### src/logic/btd_pkg.sv
// Package for the biphase/tach decoder: field widths, modes and carrier structs
package btd_pkg;

  // ==========================================================================
  // Widths and reset values
  localparam int PULSE_W = 16;
  localparam int FRAME_W = 24;
  localparam logic [PULSE_W-1:0] PULSES_PER_FRAME_RST = 16'h0064;
  localparam logic [FRAME_W-1:0] FRAME_RST = 24'h000000;
  localparam logic [PULSE_W-1:0] PULSE_RST = 16'h0000;

  // ==========================================================================
  // Edge decode states (one-hot)
  typedef enum logic [2:0] {
    BTD_IDLE = 3'b001,
    BTD_FWD  = 3'b010,
    BTD_REV  = 3'b100
  } btd_step_t;

  // Configuration carried as one bundle
  typedef struct packed {
    logic tach_mode;       // 1: A is rate, B is direction level
    logic fwd_b_leads;     // Quadrature: 1 means B leading A is forward
    logic tach_fwd_high;   // Tach: 1 means B high is forward
    logic pos_ref;         // 1: direction drives the position count
    logic [PULSE_W-1:0] pulses_per_frame;
  } btd_cfg_t;

  // Decoded position bundle
  typedef struct packed {
    logic [FRAME_W-1:0] frame;
    logic [PULSE_W-1:0] pulse;
  } btd_pos_t;

endpackage

### src/logic/btd_decoder.sv
// Biphase/tach decoder: direction, clock reference pulse and frame position
`timescale 1ns/10ps
// What this block does
// - Quadrature mode: direction comes from which of two quarter-offset waves rises first.
// - Polarity setting chooses whether A leading or B leading means forward.
// - Tach mode: A is the rate wave, B a steady direction level.
// - Tach polarity setting chooses whether B low or B high means forward.
// - In tach mode only rising edges of A form the clock reference.
// - Direction affects position only when selected as positional reference.
// - Pulses per frame is configurable to match the encoder.
// - Position starts from a loaded frame address and follows pulses and direction.
// - Any speed including standstill is tolerated; state holds between edges.
module btd_decoder
  import btd_pkg::*;
(
  // Clock and reset
  input wire logic core_clk,
  input wire logic rst,
  // Encoder waves
  input wire logic wave_a,
  input wire logic wave_b,
  // Configuration
  input wire btd_cfg_t cfg,
  // Start frame load
  input wire logic load_en,
  input wire logic [FRAME_W-1:0] load_frame,
  // Results
  output btd_pos_t pos,
  output logic dir_fwd,
  output logic ref_pulse
);

  // ==========================================================================
  // Input history
  logic a_r;
  logic b_r;
  btd_step_t step_nxt;
  logic quad_fwd;
  logic tach_fwd;
  logic fwd_nxt;
  logic a_rise;
  logic b_rise;
  btd_pos_t pos_r;
  logic dir_r;
  logic ref_r;

  // Previous wave levels for edge detection; inputs are already synchronous
  always_ff @(posedge core_clk) begin
    if (rst) begin
      // Seeding from the pins keeps a wave already high at release from faking a rise
      a_r <= wave_a;
      b_r <= wave_b;
    end else begin
      a_r <= wave_a;
      b_r <= wave_b;
    end
  end

  assign a_rise = wave_a & ~a_r;
  assign b_rise = wave_b & ~b_r;

  // ==========================================================================
  // Direction decode
  // A rising while B is low means A leads; B rising while A is low means B leads
  // A tie of two rises in one cycle cannot be ordered, so it is dropped, not guessed
  always_comb begin
    step_nxt = BTD_IDLE;
    if (cfg.tach_mode) begin
      if (a_rise) begin
        step_nxt = tach_fwd ? BTD_FWD : BTD_REV;
      end
    end else begin
      case ({a_rise, b_rise})
        2'b10: begin
          step_nxt = (!wave_b ^ cfg.fwd_b_leads) ? BTD_FWD : BTD_REV;
        end
        2'b01: begin
          step_nxt = (!wave_a ^ cfg.fwd_b_leads) ? BTD_REV : BTD_FWD;
        end
        default: begin
          step_nxt = BTD_IDLE; // No edge or ambiguous double edge
        end
      endcase
    end
  end

  // Tach direction level and the decoded step, as plain levels
  assign tach_fwd = (wave_b == cfg.tach_fwd_high);
  assign quad_fwd = (step_nxt == BTD_FWD);
  // Direction level keeps its last value while stopped
  // Holding it lets a stopped or creeping transport resume with the right sense
  assign fwd_nxt = (step_nxt == BTD_IDLE) ? dir_r : quad_fwd;

  always_ff @(posedge core_clk) begin
    if (rst) begin
      dir_r <= 1'b1;
      ref_r <= 1'b0;
    end else begin
      dir_r <= fwd_nxt;
      ref_r <= (step_nxt != BTD_IDLE);
    end
  end

  // ==========================================================================
  // Position counter
  // Clock-only use always counts up, so a jittery direction cannot disturb it
  // A zero pulses_per_frame is not guarded: the count then runs through all 16 bits
  // Results lag the wave edge by one clock; steps may come on every cycle
  always_ff @(posedge core_clk) begin
    if (rst) begin
      pos_r.frame <= FRAME_RST;
      pos_r.pulse <= PULSE_RST;
    end else if (load_en) begin
      pos_r.frame <= load_frame;
      pos_r.pulse <= PULSE_RST;
    end else if (step_nxt != BTD_IDLE) begin
      if (quad_fwd || !cfg.pos_ref) begin
        if (pos_r.pulse >= cfg.pulses_per_frame - 16'h0001) begin
          pos_r.pulse <= PULSE_RST;
          pos_r.frame <= pos_r.frame + 24'h000001;
        end else begin
          pos_r.pulse <= pos_r.pulse + 16'h0001;
        end
      end else begin
        if (pos_r.pulse == PULSE_RST) begin
          pos_r.pulse <= cfg.pulses_per_frame - 16'h0001;
          pos_r.frame <= pos_r.frame - 24'h000001;
        end else begin
          pos_r.pulse <= pos_r.pulse - 16'h0001;
        end
      end
    end
  end

  // Outputs straight from their flip-flops
  assign pos = pos_r;
  assign dir_fwd = dir_r;
  assign ref_pulse = ref_r;

  // ==========================================================================
  // Checks: direction decode
  // Each step is judged one edge later, against the inputs seen at the step
  a_ref_from_edge: assert property (@(posedge core_clk) disable iff (rst)
    ref_pulse |-> $past(cfg.tach_mode ? (wave_a & ~a_r) : ((wave_a ^ a_r) | (wave_b ^ b_r))))
    else $error("reference pulse without an input edge");
  a_tach_dir_pol: assert property (@(posedge core_clk) disable iff (rst)
    (cfg.tach_mode && a_rise) |=> (dir_fwd == $past(wave_b == cfg.tach_fwd_high)))
    else $error("tach direction polarity wrong");
  a_quad_a_lead: assert property (@(posedge core_clk) disable iff (rst)
    (!cfg.tach_mode && a_rise && !b_rise && !wave_b) |=> (dir_fwd == !$past(cfg.fwd_b_leads)))
    else $error("A leading decoded wrongly");
  a_quad_b_lead: assert property (@(posedge core_clk) disable iff (rst)
    (!cfg.tach_mode && b_rise && !a_rise && !wave_a) |=> (dir_fwd == $past(cfg.fwd_b_leads)))
    else $error("B leading decoded wrongly");
  // A rise while the other wave is already high means the other wave led
  a_quad_a_high: assert property (@(posedge core_clk) disable iff (rst)
    (!cfg.tach_mode && a_rise && !b_rise && wave_b) |=> (dir_fwd == $past(cfg.fwd_b_leads)))
    else $error("A rising after B decoded wrongly");
  a_quad_b_high: assert property (@(posedge core_clk) disable iff (rst)
    (!cfg.tach_mode && b_rise && !a_rise && wave_a) |=> (dir_fwd == !$past(cfg.fwd_b_leads)))
    else $error("B rising after A decoded wrongly");
  a_tach_b_ignored: assert property (@(posedge core_clk) disable iff (rst)
    (cfg.tach_mode && !a_rise && !load_en) |=> $stable(pos))
    else $error("position moved without a rate edge");
  a_stop_holds: assert property (@(posedge core_clk) disable iff (rst)
    (wave_a == a_r && wave_b == b_r) |=> $stable(dir_fwd) && !ref_pulse)
    else $error("state changed while stopped");

  // ==========================================================================
  // Checks: reference pulse
  a_ref_on_step: assert property (@(posedge core_clk) disable iff (rst)
    (step_nxt != BTD_IDLE) |=> ref_pulse)
    else $error("decoded step gave no reference pulse");
  a_tach_ref_only: assert property (@(posedge core_clk) disable iff (rst)
    (cfg.tach_mode && !a_rise) |=> !ref_pulse)
    else $error("reference pulse in tach mode without a rate rise");
  a_quad_falls_quiet: assert property (@(posedge core_clk) disable iff (rst)
    (!cfg.tach_mode && !a_rise && !b_rise) |=> (!ref_pulse && $stable(dir_fwd)))
    else $error("falling edge decoded as a step");

  // ==========================================================================
  // Checks: position counter
  // Steps are checked away from a load, which wins when both come in one cycle
  a_load_start: assert property (@(posedge core_clk) disable iff (rst)
    load_en |=> (pos.frame == $past(load_frame) && pos.pulse == PULSE_RST))
    else $error("start frame not loaded");
  a_clock_only_up: assert property (@(posedge core_clk) disable iff (rst)
    (!cfg.pos_ref && !load_en && step_nxt == BTD_REV && pos.pulse + 16'h0001 < cfg.pulses_per_frame)
    |=> pos.pulse == $past(pos.pulse) + 16'h0001)
    else $error("direction used while only clock reference");
  a_wrap_up: assert property (@(posedge core_clk) disable iff (rst)
    (!load_en && quad_fwd && pos.pulse == cfg.pulses_per_frame - 16'h0001)
    |=> (pos.pulse == PULSE_RST && pos.frame == $past(pos.frame) + 24'h000001))
    else $error("frame did not advance on wrap");
  a_wrap_down: assert property (@(posedge core_clk) disable iff (rst)
    (!load_en && cfg.pos_ref && step_nxt == BTD_REV && pos.pulse == PULSE_RST)
    |=> (pos.frame == $past(pos.frame) - 24'h000001))
    else $error("frame did not step back on wrap");
  a_up_step: assert property (@(posedge core_clk) disable iff (rst)
    (!load_en && step_nxt == BTD_FWD && pos.pulse < cfg.pulses_per_frame - 16'h0001)
    |=> (pos.pulse == $past(pos.pulse) + 16'h0001 && $stable(pos.frame)))
    else $error("forward step did not count up");
  a_down_step: assert property (@(posedge core_clk) disable iff (rst)
    (!load_en && cfg.pos_ref && step_nxt == BTD_REV && pos.pulse != PULSE_RST)
    |=> (pos.pulse == $past(pos.pulse) - 16'h0001 && $stable(pos.frame)))
    else $error("reverse step did not count down");
  // A zero count is left out, as it has no range to keep to
  a_pulse_in_range: assert property (@(posedge core_clk) disable iff (rst)
    (!load_en && cfg.pulses_per_frame != 16'h0000 && pos.pulse < cfg.pulses_per_frame)
    |=> (pos.pulse < $past(cfg.pulses_per_frame)))
    else $error("pulse count left its frame range");

  // ==========================================================================
  // Coverage of the main scenarios
  c_fwd_step: cover property (@(posedge core_clk) disable iff (rst) step_nxt == BTD_FWD);
  c_rev_step: cover property (@(posedge core_clk) disable iff (rst) cfg.pos_ref && step_nxt == BTD_REV);
  c_frame_up: cover property (@(posedge core_clk) disable iff (rst) quad_fwd && pos.pulse == cfg.pulses_per_frame - 16'h0001);
  c_tach_edge: cover property (@(posedge core_clk) disable iff (rst) cfg.tach_mode && a_rise);
  c_clock_only: cover property (@(posedge core_clk) disable iff (rst) !cfg.pos_ref && step_nxt == BTD_REV);

endmodule // btd_decoder

### config.mk
export PLATFORM = sky130hd
export DESIGN_NAME = btd_decoder
export DESIGN_NICKNAME = d
export VERILOG_FILES = /design/src/logic/btd_pkg.sv /design/src/logic/btd_decoder.sv
export SDC_FILE = /design/constraint.sdc
export NUM_CORES = 1
export LEC_CHECK = 0
export ABC_AREA = 0
export BUFFER_PORTS_ARGS = -buffer_cell sky130_fd_sc_hd__buf_2
export CELL_PAD_IN_SITES_DETAIL_PLACEMENT = 0
export CELL_PAD_IN_SITES_GLOBAL_PLACEMENT = 1
export CORE_ASPECT_RATIO = 1.2
export CORE_MARGIN = 3
export CORE_UTILIZATION = 41
export DETAILED_ROUTE_END_ITERATION = 8
export HOLD_SLACK_MARGIN = 0.1
export PLACE_DENSITY_LB_ADDON = 0.1
export SLEW_MARGIN = 20
export SYNTH_ARGS = -nofsm -noshare
export SYNTH_HDL_FRONTEND = slang
export SYNTH_SLANG_ARGS = --single-unit
### constraint.sdc
create_clock -name core_clk -period 6.43 [get_ports core_clk]
set_input_delay 1.929 -clock core_clk [delete_from_list [all_inputs] [get_ports core_clk]]
set_output_delay 1.929 -clock core_clk [all_outputs]
set_load 0.01 [all_outputs]
==> reports/metrics.yaml <==
outcome:
  outcome: "finished, final reports clean"
floorplanning:
  fp.dieArea_mm2: 0.0119
  initial_core_util: 0.426
  pin_count: 91
  rows: 40
  die_y_um: 119
  die_w_um: 100
  coreArea_mm2: 0.0102
routing:
  vias: 4494
  ant_nets: 0
  avgViaCountPerCell: 5.95
  dr.pass1.iters: 5
  drtIter0Drc: 147
  wire_per_inst_um: 16.7
  drc: 0
  routed_wl_um: 12600
power_and_ir_drop:
  seqPwrFrac: 0.317
  finalPower_mw: 0.974
  peakVddDrop_mv: 0.156
  p_leak_nw: 2.28
  p_int_mw: 0.614
  p_clk_frac: 0.280
  swShare: 0.370
  p_sw_mw: 0.360
  power_density_mw_per_mm2: 193
  pwr-share-comb: 0.403
worst_setup_path:
  start_kind: "primary input"
  endpoint_kind: "flip-flop"
  crit_path_end: "pos[17]"
  r2r-start: "a_r"
  rrSetupSlack_ps: 2160
  critPathLaunch: "cfg[8]"
  reg2regPathDepth: 15
  criticalPathCategory: "primary input to flip-flop"
  worst_ep_arrival_time_ps: 5990
  reg2reg_to: "pos[39]"
  worstPathMaxFanout: 10
  required_ps: 6590
global_routing:
  grt_start_max_net_pins: 40
  grt_pass1_vias: 4331
  grt_pass1_wl_um: 21100
  antenna_found_initial: 0
  grt_usage: 0.213
  overflow: 0
final_layout:
  fillers: 1059
  final_common_cell: "buf_2"
  fin_cells: 755
  mostFrequentLayoutCells: "90 x buf_2, 49 x nor2_1, 44 x ha_1, 44 x dfxtp_1, 42 x a21oi_1"
  register_area_um2: 881
  antennaDiodeCount: 0
  multiInputGateArea_mm2: 0.00328
  syn_to_final_growth_pct: 15.6
  drive_gt1_frac: 0.186
  fin_nets: 723
clocking:
  cts_buffer_depth: 2
  cts.sinks: 44
  tritoncts: "built"
  root_buffer: "clkbuf_16"
  insertion_delay_ps: 290
  cts_resized: 0
  cts_setup_buffers: 0
  clk_pin_slew_worst_paths_ps: 60
  htreeDepth: 2
  cts_buffers: 5
  holdBufCountCts: 0
sta:
  fin_crit_sh: 0.907
  relSlewSlack: 0.352
  fin_setup_tns_ps: 0
  worst_slew_pin_slew_ps: 968
  rsz0062_at_grt: "false"
  max_freq_mhz: 172
  fin_skew_ps: 5.46
  hold_ws_ps: 475
  hold_viol: 0
  maxSlewViolCount: 0
  fin_crit_ps: 5830
  setup_violations: 0
job:
  cap_violations: 0
min_path:
  hp-class: "flip-flop to flip-flop"
placement:
  io_buffers: 90
  dpl.hpwl_um: 9680
  gp_congestion: 0.872
  place_inst: 748
synthesis:
  synth-compound-area-share: 0.276
  synthAdderAreaFrac: 0.131
  muxShareOfSynthArea: 0.0167
  synth_warnings: 0
  avgSynthCellArea_um2: 7.85
  seq_area_frac_synth: 0.202
  async_reset_ff_frac: 0
  synth_edf_count: 0
  synth-simple-area-share: 0.233
  syn-num-nets: 649
  syn-cell-area_mm2: 0.00435
  netlist_instances: 555
  synth_seq_cells: 44
  synth_cell_type_count: 61
  synth_top_family_by_area: "compound AO/OA/AOI/OAI gates"
  synth_xor_area_frac: 0.0966
  synth_ff_type: "dfxtp_1"
-- metrics by stage --
step	utilization	worst slack, ps	cell area, µm²
6_report	0.493	601	5030
5_1_grt	0.493	379	5030
4_1_cts	0.493	561	5030
3_5_place_dp	0.478	293	4880
3_3_place_gp	0.478	414	4880
2_1_floorplan	-	478	4350
-- power groups by stage --
stage	combinational, mW	sequential [mW]	clock [mW]
global placement	0.389	0.315	0
detailed placement	0.391	0.314	0
CTS	0.395	0.308	0.279
finish	0.392	0.308	0.273
floorplan	0.285	0.315	0
global route	0.439	0.311	0.287
-- cell type report --
type                            count  area share
Timing Repair Buffer               96      0.0984
Sequential cell                    44       0.175
Clock buffer                        7      0.0303
Multi-Input combinational cell    464       0.652
Tap cell                          126      0.0313
Inverter                           18      0.0134
-- sequential cells by signal, indices dropped and copies added (netlist names) --
| signal | cells |
|---|---|
| pos | 40 |
| a_r | 1 |
| b_r | 1 |
| dir_fwd | 1 |
| ref_pulse | 1 |
-- cells in the mapped netlist (3+ instances only) --
master	instances	area, µm²
nor4b_1	3	26.3
ha_1	44	551
or4_1	4	30.0
nor2_1	49	184
a221oi_1	7	61.3
a22oi_1	7	52.6
a31oi_1	9	56.3
nor4_1	8	50.1
or2_2	3	18.8
o32ai_1	3	26.3
and3_1	13	81.3
nor3b_1	8	60.1
a311oi_1	6	52.6
a21o_1	15	113
a21oi_1	42	210
o31ai_1	4	30.0
o211ai_1	8	60.1
a222oi_1	6	60.1
clkbuf_1	24	90.1
or3_1	5	31.3
mux2i_1	5	50.1
o21a_1	6	45.0
xor2_1	22	193
o22ai_1	5	31.3
xnor2_1	26	228
a211o_1	5	43.8
nand2_1	38	143
nand3_1	18	90.1
a211oi_1	7	52.6
dfxtp_1	44	881
o21ai_0	29	145
o21bai_1	3	22.5
nor2b_1	12	75.1
inv_1	18	67.6
nor3_1	16	80.1
-- routing by layer --
| metal | GRT usage | routed length, µm |
|---|---|---|
| met2 | 0.381 | 6380 |
| met4 | 0.0640 | 222 |
| met5 | 0 | 0 |
| met3 | 0.0269 | 734 |
| met1 | 0.262 | 5260 |
-- worst max-delay path, cell delays in order --
cell	delay (ps)
buf_2	120
or4_1	600
or4_1	480
nor4_1	330
xnor2_1	160
ha_1	320
nand4_1	130
or4_1	650
a211oi_4	500
nor2_1	350
a222oi_1	340
nor2_1	70
-- cell families after synthesis --
kind of cell	after synthesis
and+or+nand+nor	189
AOI/OAI and AO/OA	175
xor gates and xnor gates	48
buffers and inverters	47
adders and majority gates	45
DFF	44
muxes	7
-- worst min path at each step --
stage	start	to	slack, ps	cells after the start
3_3_place_gp	pos[20]	pos[20]	460	2
4_1_cts	pos[20]	pos[20]	480	2
2_1_floorplan	pos[20]	pos[20]	490	2
5_1_grt	pos[20]	pos[20]	500	2
3_5_place_dp	pos[20]	pos[20]	470	2
6_report	pos[20]	pos[20]	470	2
No activity file was read; power rests on OpenSTA's default activity.
